`src/tdc_pkg.sv`:
```
// Function
// - Touch declared after queue-count consecutive samples exceed threshold; 000/001 mean one.
// - Release confirmed by the same queue count of consecutive samples below threshold.
// - Each sensor channel keeps its own consecutive-sample counter.
// - Delta scaled by sensitivity code: 000 is 128x, halving to 1x at 111.
// - Base count presented shifted by code 0000..1000, 1x up to 256x.
// - Base scaling changes presentation only, never detection or sensitivity.
// - Timeout bit clear: no clock-low timeout and no idle reset.
// - Timeout bit set: abort after 30 ms clock low, reset after 150 us idle.
// - Deep sleep ignores idle reset; host must end every transaction with stop.
// - Slider select bit picks position or volumetric data; volumetric is host writable.
// - Noise filter bit clear excludes noisy samples from recalibration; set feeds all.
// - Low-frequency block bit clear blocks touch and retries calibration on noise.
// - Button hold recal bit set restarts recalibration after button hold limit.
// - Button repeat bit set repeats touch interrupts at the repeat rate.
// - Group hold recal bit set restarts recalibration after group hold limit.
// - Group repeat bit set repeats press-and-hold interrupt while pressed.
// - Scaled delta is 8-bit two's complement, saturating at 7f and ff.
// - Repeat interval is rate code plus one times 35 ms.
package tdc_pkg;
    // ----------------------------------------
    // Register map
    // ----------------------------------------
    localparam logic [7:0] TDC_ADDR_QUEUE = 8'h1e;
    localparam logic [7:0] TDC_ADDR_SENSE = 8'h1f;
    localparam logic [7:0] TDC_ADDR_CONF  = 8'h20;
    localparam logic [7:0] TDC_ADDR_VOL   = 8'h00;
    localparam logic [7:0] TDC_RST_QUEUE  = 8'h03;
    localparam logic [7:0] TDC_RST_SENSE  = 8'h2f;
    localparam logic [7:0] TDC_RST_CONF   = 8'h29;
    localparam logic [7:0] TDC_MASK_QUEUE = 8'h07;
    localparam logic [7:0] TDC_MASK_SENSE = 8'h7f;
    // ----------------------------------------
    // Field positions
    // ----------------------------------------
    localparam int TDC_BIT_TIMEOUT = 7;
    localparam int TDC_BIT_SLIDER  = 6;
    localparam int TDC_BIT_DIGN    = 5;
    localparam int TDC_BIT_ANAN    = 4;
    localparam int TDC_BIT_BRECAL  = 3;
    localparam int TDC_BIT_BRPT    = 2;
    localparam int TDC_BIT_GRECAL  = 1;
    localparam int TDC_BIT_GRPT    = 0;
    localparam int TDC_CHANNELS    = 14;
    localparam logic [3:0] TDC_BASE_MAX = 4'h8;
    // ----------------------------------------
    // Timing
    // ----------------------------------------
    localparam int TDC_CLK_HZ        = 50_000_000;
    localparam int TDC_LOW_TMO_MS    = 30;
    localparam int TDC_IDLE_US       = 150;
    localparam int TDC_RPT_STEP_MS   = 35;
    localparam int TDC_LOW_TMO_CYC   = TDC_LOW_TMO_MS * (TDC_CLK_HZ / 1000);
    localparam int TDC_IDLE_CYC      = TDC_IDLE_US * (TDC_CLK_HZ / 1_000_000);
    localparam int TDC_RPT_STEP_CYC  = TDC_RPT_STEP_MS * (TDC_CLK_HZ / 1000);
    // ----------------------------------------
    // Types
    // ----------------------------------------
    typedef struct packed {
        logic timeout_enable;
        logic slider_data_select;
        logic noise_sample_filter_off;
        logic lowfreq_noise_block_off;
        logic button_hold_recal_enable;
        logic button_repeat_enable;
        logic group_hold_recal_enable;
        logic group_hold_repeat_enable;
    } tdc_conf_s;
    typedef struct packed {
        logic       wr;
        logic       rd;
        logic [7:0] addr;
        logic [7:0] wdata;
    } tdc_reg_req_s;
    typedef enum logic [1:0] {
        TDC_BUS_RUN   = 2'b00,
        TDC_BUS_ABORT = 2'b01,
        TDC_BUS_IDLE  = 2'b10
    } tdc_bus_e;
endpackage : tdc_pkg

```
`src/tdc_queue.sv`:
```
`timescale 1ns/10ps
module tdc_queue (
    // Clock and reset
    input  wire logic       sys_clk_in,
    input  wire logic       rstn_in,
    // Sample
    input  wire logic       sample_valid_in,
    input  wire logic       above_in,
    input  wire logic       block_in,
    input  wire logic [2:0] need_in,
    // State
    output logic            touched_out
);
    logic [2:0] run_q;
    logic       touched_q;
    logic       differs;
    logic       hit;

    assign differs = !block_in && (above_in != touched_q);
    assign hit     = differs && ({1'b0, run_q} + 4'h1 >= {1'b0, need_in});
    assign touched_out = touched_q;

    always_ff @(posedge sys_clk_in or negedge rstn_in) begin
        if (!rstn_in) begin
            run_q <= 3'h0;
        end else if (sample_valid_in) begin
            if (!differs || hit) begin
                run_q <= 3'h0;
            end else begin
                run_q <= run_q + 3'h1;
            end
        end
    end

    always_ff @(posedge sys_clk_in or negedge rstn_in) begin
        if (!rstn_in) begin
            touched_q <= 1'b0;
        end else if (sample_valid_in && hit) begin
            touched_q <= ~touched_q;
        end
    end
endmodule : tdc_queue

```
`src/tdc_top.sv`:
```
`timescale 1ns/10ps
module tdc_top (
    // Clock and reset
    input  wire logic        sys_clk_in,
    input  wire logic        rstn_in,
    // Register port
    input  wire logic        reg_wr_in,
    input  wire logic        reg_rd_in,
    input  wire logic [7:0]  reg_addr_in,
    input  wire logic [7:0]  reg_wdata_in,
    output logic [7:0]       reg_rdata_out,
    output logic             reg_ack_out,
    // Sensing
    input  wire logic        sample_valid_in,
    input  wire logic [13:0] above_in,
    input  wire logic [13:0] lf_noise_in,
    input  wire logic [13:0] over_noise_in,
    input  wire logic [3:0]  delta_ch_in,
    input  wire logic [15:0] raw_delta_in,
    input  wire logic [15:0] raw_base_in,
    // Serial line watch
    input  wire logic        scl_in,
    input  wire logic        sda_in,
    input  wire logic        deep_sleep_in,
    // Hold and slider
    input  wire logic        button_held_over_in,
    input  wire logic        group_held_over_in,
    input  wire logic        button_touch_ev_in,
    input  wire logic        group_hold_active_in,
    input  wire logic        group_hold_ev_in,
    input  wire logic [3:0]  repeat_rate_in,
    input  wire logic [6:0]  slider_pos_in,
    // Results
    output logic [13:0]      touched_out,
    output logic [7:0]       delta_out,
    output logic [7:0]       base_out,
    output logic [6:0]       slider_out,
    output logic [13:0]      recal_use_out,
    output logic [13:0]      cal_retry_out,
    output logic             recal_button_out,
    output logic             recal_group_out,
    output logic             irq_out,
    output logic             bus_abort_out,
    output logic             bus_reset_out
);
    // ----------------------------------------
    // Registers
    // ----------------------------------------
    logic [7:0]          queue_q;
    logic [7:0]          sense_q;
    tdc_pkg::tdc_conf_s  conf_q;
    tdc_pkg::tdc_reg_req_s req;
    logic [6:0]          vol_q;
    logic [2:0]          need;

    function automatic logic [15:0] sat8(input logic signed [23:0] v);
        if (v > 24'sd127) begin
            sat8 = 16'h007f;
        end else if (v < 24'sd0) begin
            sat8 = 16'h00ff;
        end else begin
            sat8 = {8'h00, v[7:0]};
        end
    endfunction : sat8

    assign req  = '{wr: reg_wr_in, rd: reg_rd_in, addr: reg_addr_in, wdata: reg_wdata_in};
    assign need = (queue_q[2:0] == 3'h0) ? 3'h1 : queue_q[2:0];

    always_ff @(posedge sys_clk_in or negedge rstn_in) begin
        if (!rstn_in) begin
            queue_q <= tdc_pkg::TDC_RST_QUEUE;
            sense_q <= tdc_pkg::TDC_RST_SENSE;
            conf_q  <= tdc_pkg::TDC_RST_CONF;
        end else if (req.wr) begin
            if (req.addr == tdc_pkg::TDC_ADDR_QUEUE) begin
                queue_q <= req.wdata & tdc_pkg::TDC_MASK_QUEUE;
            end
            if (req.addr == tdc_pkg::TDC_ADDR_SENSE) begin
                sense_q <= req.wdata & tdc_pkg::TDC_MASK_SENSE;
            end
            if (req.addr == tdc_pkg::TDC_ADDR_CONF) begin
                conf_q <= req.wdata;
            end
        end
    end

    always_ff @(posedge sys_clk_in or negedge rstn_in) begin
        if (!rstn_in) begin
            reg_rdata_out <= 8'h00;
            reg_ack_out   <= 1'b0;
        end else begin
            reg_ack_out <= req.wr | req.rd;
            if (req.rd) begin
                unique case (req.addr)
                    tdc_pkg::TDC_ADDR_QUEUE: reg_rdata_out <= queue_q;
                    tdc_pkg::TDC_ADDR_SENSE: reg_rdata_out <= sense_q;
                    tdc_pkg::TDC_ADDR_CONF:  reg_rdata_out <= conf_q;
                    default:                 reg_rdata_out <= 8'h00;
                endcase
            end
        end
    end

    // ----------------------------------------
    // Per-channel qualification
    // ----------------------------------------
    logic [13:0] touched;
    logic [13:0] block;
    // Noise blocking freezes the channel in its current state
    assign block = conf_q.lowfreq_noise_block_off ? 14'h0000 : lf_noise_in;

    for (genvar ch = 0; ch < tdc_pkg::TDC_CHANNELS; ch++) begin : g_ch
        tdc_queue u_queue (
            .sys_clk_in      (sys_clk_in),
            .rstn_in         (rstn_in),
            .sample_valid_in (sample_valid_in),
            .above_in        (above_in[ch]),
            .block_in        (block[ch]),
            .need_in         (need),
            .touched_out     (touched[ch])
        );
    end

    always_ff @(posedge sys_clk_in or negedge rstn_in) begin
        if (!rstn_in) begin
            touched_out   <= 14'h0000;
            recal_use_out <= 14'h3fff;
            cal_retry_out <= 14'h0000;
        end else begin
            touched_out   <= touched;
            recal_use_out <= conf_q.noise_sample_filter_off ? 14'h3fff : ~over_noise_in;
            cal_retry_out <= block;
        end
    end

    // ----------------------------------------
    // Delta and base presentation
    // ----------------------------------------
    logic signed [23:0] delta_scaled;
    logic [15:0]        delta_sat;
    logic [3:0]         base_sh;
    logic [15:0]        base_scaled;

    // Base shift does not feed the queues: presentation only
    assign delta_scaled = ($signed({{8{raw_delta_in[15]}}, raw_delta_in}) <<< 7)
                          >>> sense_q[6:4];
    assign delta_sat    = sat8(delta_scaled);
    assign base_sh      = (sense_q[3:0] > tdc_pkg::TDC_BASE_MAX) ?
                          tdc_pkg::TDC_BASE_MAX : sense_q[3:0];
    assign base_scaled  = raw_base_in >> base_sh;

    always_ff @(posedge sys_clk_in or negedge rstn_in) begin
        if (!rstn_in) begin
            delta_out <= 8'h00;
            base_out  <= 8'h00;
        end else begin
            if (sample_valid_in) begin
                delta_out <= delta_sat[7:0];
            end
            base_out <= (base_scaled > 16'h00ff) ? 8'hff : base_scaled[7:0];
        end
    end

    // ----------------------------------------
    // Slider data
    // ----------------------------------------
    always_ff @(posedge sys_clk_in or negedge rstn_in) begin
        if (!rstn_in) begin
            vol_q <= 7'h00;
        end else if (conf_q.slider_data_select && req.wr &&
                     req.addr == tdc_pkg::TDC_ADDR_VOL) begin
            vol_q <= req.wdata[6:0];
        end
    end

    always_ff @(posedge sys_clk_in or negedge rstn_in) begin
        if (!rstn_in) begin
            slider_out <= 7'h00;
        end else begin
            slider_out <= conf_q.slider_data_select ? vol_q : slider_pos_in;
        end
    end

    // ----------------------------------------
    // Hold recalibration
    // ----------------------------------------
    always_ff @(posedge sys_clk_in or negedge rstn_in) begin
        if (!rstn_in) begin
            recal_button_out <= 1'b0;
            recal_group_out  <= 1'b0;
        end else begin
            recal_button_out <= conf_q.button_hold_recal_enable & button_held_over_in;
            recal_group_out  <= conf_q.group_hold_recal_enable & group_held_over_in;
        end
    end

    // ----------------------------------------
    // Interrupt repeat
    // ----------------------------------------
    logic [31:0] rpt_cnt_q;
    logic [31:0] rpt_len;
    logic        rpt_on;
    logic        rpt_due;

    assign rpt_len = ({28'h0, repeat_rate_in} + 32'h1) * tdc_pkg::TDC_RPT_STEP_CYC;
    assign rpt_on  = (conf_q.button_repeat_enable && touched != 14'h0000) ||
                     (conf_q.group_hold_repeat_enable && group_hold_active_in);
    assign rpt_due = rpt_on && (rpt_cnt_q + 32'h1 >= rpt_len);

    always_ff @(posedge sys_clk_in or negedge rstn_in) begin
        if (!rstn_in) begin
            rpt_cnt_q <= 32'h0;
        end else if (!rpt_on || rpt_due || button_touch_ev_in || group_hold_ev_in) begin
            rpt_cnt_q <= 32'h0;
        end else begin
            rpt_cnt_q <= rpt_cnt_q + 32'h1;
        end
    end

    always_ff @(posedge sys_clk_in or negedge rstn_in) begin
        if (!rstn_in) begin
            irq_out <= 1'b0;
        end else begin
            irq_out <= button_touch_ev_in || group_hold_ev_in || rpt_due;
        end
    end

    // ----------------------------------------
    // Serial line watch
    // ----------------------------------------
    tdc_pkg::tdc_bus_e bus_q;
    logic [31:0]       low_cnt_q;
    logic [31:0]       idle_cnt_q;

    always_ff @(posedge sys_clk_in or negedge rstn_in) begin
        if (!rstn_in) begin
            low_cnt_q  <= 32'h0;
            idle_cnt_q <= 32'h0;
        end else begin
            low_cnt_q  <= (!scl_in && conf_q.timeout_enable) ? low_cnt_q + 32'h1 : 32'h0;
            idle_cnt_q <= (scl_in && sda_in && conf_q.timeout_enable) ?
                          idle_cnt_q + 32'h1 : 32'h0;
        end
    end

    always_ff @(posedge sys_clk_in or negedge rstn_in) begin
        if (!rstn_in) begin
            bus_q <= tdc_pkg::TDC_BUS_RUN;
        end else if (!conf_q.timeout_enable) begin
            bus_q <= tdc_pkg::TDC_BUS_RUN;
        end else begin
            unique case (bus_q)
                tdc_pkg::TDC_BUS_RUN: begin
                    if (low_cnt_q == 32'(tdc_pkg::TDC_LOW_TMO_CYC)) begin
                        bus_q <= tdc_pkg::TDC_BUS_ABORT;
                    end else if (idle_cnt_q == 32'(tdc_pkg::TDC_IDLE_CYC) &&
                                 !deep_sleep_in) begin
                        bus_q <= tdc_pkg::TDC_BUS_IDLE;
                    end
                end
                tdc_pkg::TDC_BUS_ABORT: bus_q <= tdc_pkg::TDC_BUS_RUN;
                tdc_pkg::TDC_BUS_IDLE:  bus_q <= tdc_pkg::TDC_BUS_RUN;
                default:                bus_q <= tdc_pkg::TDC_BUS_RUN;
            endcase
        end
    end

    always_ff @(posedge sys_clk_in or negedge rstn_in) begin
        if (!rstn_in) begin
            bus_abort_out <= 1'b0;
            bus_reset_out <= 1'b0;
        end else begin
            bus_abort_out <= (bus_q == tdc_pkg::TDC_BUS_ABORT);
            bus_reset_out <= (bus_q == tdc_pkg::TDC_BUS_IDLE);
        end
    end
endmodule : tdc_top

```
`config.mk`:
```
export PLATFORM = sky130hd
export DESIGN_NAME = tdc_top
export DESIGN_NICKNAME = d
export VERILOG_FILES = /design/src/tdc_pkg.sv /design/src/tdc_queue.sv /design/src/tdc_top.sv
export SDC_FILE = /design/constraint.sdc
export NUM_CORES = 1
export LEC_CHECK = 0
export ABC_AREA = 1
export BUFFER_PORTS_ARGS = -buffer_cell sky130_fd_sc_hd__buf_2
export CAP_MARGIN = 20
export CORE_ASPECT_RATIO = 0.8
export CORE_MARGIN = 3
export CORE_UTILIZATION = 35
export DETAILED_ROUTE_END_ITERATION = 10
export MAX_ROUTING_LAYER = met4
export PLACE_DENSITY_LB_ADDON = 0.1
export REMOVE_ABC_BUFFERS = 1
export SETUP_SLACK_MARGIN = 0.2
export SLEW_MARGIN = 20
export SYNTH_ARGS = -nofsm -noshare
export SYNTH_HDL_FRONTEND = slang
export SYNTH_SLANG_ARGS = --single-unit
```
`constraint.sdc`:
```
create_clock -name sys_clk_in -period 2.7 [get_ports sys_clk_in]
set_input_delay 0.54 -clock sys_clk_in [delete_from_list [all_inputs] [get_ports sys_clk_in]]
set_output_delay 0.54 -clock sys_clk_in [all_outputs]
set_load 0.01 [all_outputs]
```
==> Flow_metrics.wiki <==
{| class="wikitable"
! Metric !! Value
|-
| Status || finished with violations
|-
| Failing checks || setup timing
|-
| Routed via count || 14140
|-
| Relative slew slack || 0.4934
|-
| Detail Route Antenna Nets || 0
|-
| Biggest area contributors in the synthesized netlist || sky130_fd_sc_hd__dfrtp_1, sky130_fd_sc_hd__ha_1, sky130_fd_sc_hd__nand2_1
|-
| Top cell type by total area after synthesis || sky130_fd_sc_hd__dfrtp_1
|-
| Critical R2R Launch || rpt_cnt_q[1]$_DFF_PN0_
|-
| Synth cell count leaders || sky130_fd_sc_hd__nand2_1, sky130_fd_sc_hd__inv_1, sky130_fd_sc_hd__dfrtp_1, sky130_fd_sc_hd__o21ai_0, sky130_fd_sc_hd__nor2_1
|-
| Clock sink total || 258
|-
| Post-synthesis simple-gate area fraction || 0.2334
|-
| GRT Overall Usage || 0.1959
|-
| Biggest cell delay along the critical path || 0.53 ns
|-
| Post-synthesis async set-or-reset flop share || 1.000
|-
| CTS Root Cell || sky130_fd_sc_hd__clkbuf_16
|-
| Cell area after synthesis || about 0.016 sq mm
|-
| Minimum clock period after layout || about 4.6 ns
|-
| Initial antenna violation count || 2
|-
| Slowest CP cell || sky130_fd_sc_hd__fa_1
|-
| Part of the cycle the worst path needs || 1.715
|-
| Clock tree from TritonCTS || done
|-
| Start point of the critical path || repeat_rate_in[0]
|-
| Fraction of final layout cells sized beyond drive strength 1 || 0.2332
|-
| Final-layout fill cell count || 4508
|-
| Post-detailed-route DRC marker count || 0
|-
| Maximum vdd ir drop || between 0.0004 and 0.0005 V
|-
| Mux share of post-synthesis cell area || 0.0006313
|-
| Count of final setup violators || 27
|-
| Leakage power total || roughly 0.01 uW
|-
| Distinct cell type count after synthesis || 52
|-
| Least setup slack across all paths after layout || -1.930 ns
|-
| EDFF count, synth || 0
|-
| HPWL after DPL || 35070 microns
|-
| Cell repeated most along the worst path || sky130_fd_sc_hd__nand2_1
|-
| Share of Yosys cell area claimed by the top area cell type || 0.3693
|-
| Maximum level of the CTS H-tree || 1
|-
| Placeable core region || 0.04455 sq mm
|-
| Transition time at the pin with the least slew margin || approximately 0.76 ns
|-
| Count of maximum capacitance violations || 0
|-
| Largest clock skew in the final design || ~0.022 ns
|-
| Synth Area in Adders || 0.1188
|-
| Total area of sequential cells || 0.006487 sq mm
|-
| Cts bufs inserted || 31
|-
| Starting Density || 0.3559
|-
| Number of buffers between clock root and the deepest sink || 3
|-
| Total area of multi-input combinational cells || around 0.0085 sq mm
|-
| Class of the worst hold path || in2reg
|-
| Largest driver fanout on the critical path || 6
|-
| Sequential area share after synthesis || 0.4091
|-
| # port buffers || 192
|-
| Register-to-register path setup slack || -0.44 ns
|-
| Critical path type || in2reg
|-
| Average wire per standard cell || 15.17 microns
|-
| Chip Width || roughly 240 microns
|-
| Count of synthesis-stage warnings from yosys || 0
|-
| DRC violation total after the first TritonRoute iteration || 849
|-
| Fin nets || around 2600
|-
| Number of vias per cell after detailed routing || 4.728
|-
| Wire length after detailed routing || 45370 microns
|-
| Number of placement rows || 69
|-
| Global-route wire length before repair || 74430 microns
|-
| Number of optimization iterations in the first detailed-route pass || 4
|-
| Area delta synth->final || 29.44%
|-
| Synthesized netlist cell count || 1984
|-
| RSZ-0062 raised after global routing || true
|-
| Post-synthesis register bit count || approximately 260
|-
| Critical path startpoint category || input pin
|-
| F_max || ~0.22 GHz
|-
| Overall power consumption || 12700 uW
|-
| Top-level I/O count || 197
|-
| Global placer's final weighted congestion || 0.8823
|-
| Inserted Diodes || 0
|-
| Vias in the first global route || 13820
|-
| Worst Path Required || 3.21 ns
|-
| Final count of hold timing violations || 0
|-
| Pin count of the biggest net entering global routing || 56
|-
| Total global routing overflow || 0
|-
| Insertion delay to the later sink of the worst-skew pair || 0.59 ns
|-
| Cell area power density || 618.6 mW/mm^2
|-
| Nature of the critical path endpoint || flop
|-
| Final number of max-transition violations || 0
|-
| Post-Synth XOR/XNOR Area || 0.04474
|-
| Startpoint of the most critical hold path || over_noise_in[10]
|-
| Compound-gate portion of the synthesized area || 0.1120
|-
| Critical path arrival || between 5 and 6 ns
|-
| Cell with the most instances after synthesis || sky130_fd_sc_hd__nand2_1
|-
| Clock slew at reported path FFs || 0.06 ns
|-
| Combinational family with the most area after synthesis || simple AND/OR/NAND/NOR gates
|-
| Pre-CTS worst setup slack || -2.781 ns
|-
| Die Footprint || 0.04791 sq mm
|-
| Mean instance size in the synthesized netlist || around 8 sq um
|-
| Top flip-flop cell by instance count after synthesis || sky130_fd_sc_hd__dfrtp_1
|-
| Die Y || 196.4 microns
|}
-- worst max-delay path: cells and delay by family --
kind                       cells  cell delay [ns]
AOI/OAI and AO/OA              4             0.51
buffers and inverters          7             0.77
and+or+nand+nor               11             0.96
adders and majority gates      6             1.91
xor gates and xnor gates       3             0.45
-- path summary, 6_finish.rpt --
path,to,cells past startpoint
worst min register to register,bus_reset_out$_DFF_PN0_,1
max in group asynchronous,sense_q[1]$_DFFE_PN1P_,3
worst max-delay path,rpt_cnt_q[11]$_DFF_PN0_,31
worst max register to register,rpt_cnt_q[11]$_DFF_PN0_,25
worst min-delay path,recal_use_out[10]$_DFF_PN1_,2
min in group asynchronous,idle_cnt_q[2]$_DFF_PN0_,2
-- report_power, final --
group,internal [uW],switching (uW),leakage (uW),total (uW)
logic,1650,2010,0.00638,3660
clock network,2890,1800,0.000566,4690
registers,4130,223,0.00331,4350
-- per-stage QoR --
step                area (sq um)  instances  TNS [ns]  hold WS, ns    util
floorplan                  15750       1960    -70.26       0.2444       -
global placement           18840       2926    -73.29       0.4101  0.4230
detailed placement         18840       2926    -74.45       0.4120  0.4230
CTS                        20310       2991    -52.16      0.04828  0.4558
global route               20520       2991    -57.47      0.05881  0.4607
finish                     20520       2991    -51.61      0.08471  0.4607
-- cell type report --
cell class,instances,area share
Multi-Input combinational cell,1394,0.4136
Timing Repair Buffer,370,0.1210
Clock inverter,18,0.01341
Tap cell,603,0.03676
Inverter,308,0.05633
Clock buffer,40,0.04286
Sequential cell,258,0.3161
-- state kept, by name, indices dropped and copies added, names as in the netlist, 2 cells and up --
name                      count
idle_cnt_q                   32
low_cnt_q                    32
delta_out                     8
touched_out                  14
cal_retry_out                14
base_out                      8
g_ch.u_queue.run_q           42
rpt_cnt_q                    32
reg_rdata_out                 8
g_ch.u_queue.touched_out     14
vol_q                         7
bus_q                         2
conf_q                        8
slider_out                    7
queue_q                       3
recal_use_out                14
sense_q                       7
-- placed cells by master (no fill, tap or decap), drive strengths merged, types with 3 or more instances in the layout --
master	n
conb	6
o221ai	3
or2	7
o21bai	6
nor3	58
o21a	9
bufinv	6
xnor2	37
o21ai	195
inv	308
nand3	81
o22ai	5
a211oi	7
a31oi	5
nor3b	3
o31ai	4
clkinv	10
fa	16
o2111ai	3
nor2	198
ha	125
nand4	42
nand3b	4
clkbuf	40
nor4	24
buf	369
dfstp	24
dfrtp	234
a21oi	79
nand2	415
xor2	44
-- layer usage --
metal,GRT usage,vias up,part of all wire,wire [microns]
met5,-,-,0,0
met4,0.03342,0,0.016,721
met3,0.02598,49,0.038,1710
met2,0.2883,240,0.43,19360
met1,0.2916,6605,0.52,23570
li1,-,7248,-,-
-- timing repair --
| item | CTS | global route |
|---|---|---|
| gates cloned | 2 | 0 |
| setup buffers | 4 | 0 |
| setup endpoints to repair | 27 | 45 |
| hold endpoints to repair | 38 | 0 |
| resized for setup | 53 | 52 |
| hold buffers | 1 | 0 |
| pin swaps | 33 | 30 |
-- logic make-up after synthesis --
group	Yosys count
simple gates	838
buf+inv	337
compound gates	327
flops	258
fa+ha+maj	141
xor+xnor	81
other cells	1
mux	1
No activity file was read; power rests on OpenSTA's default activity.
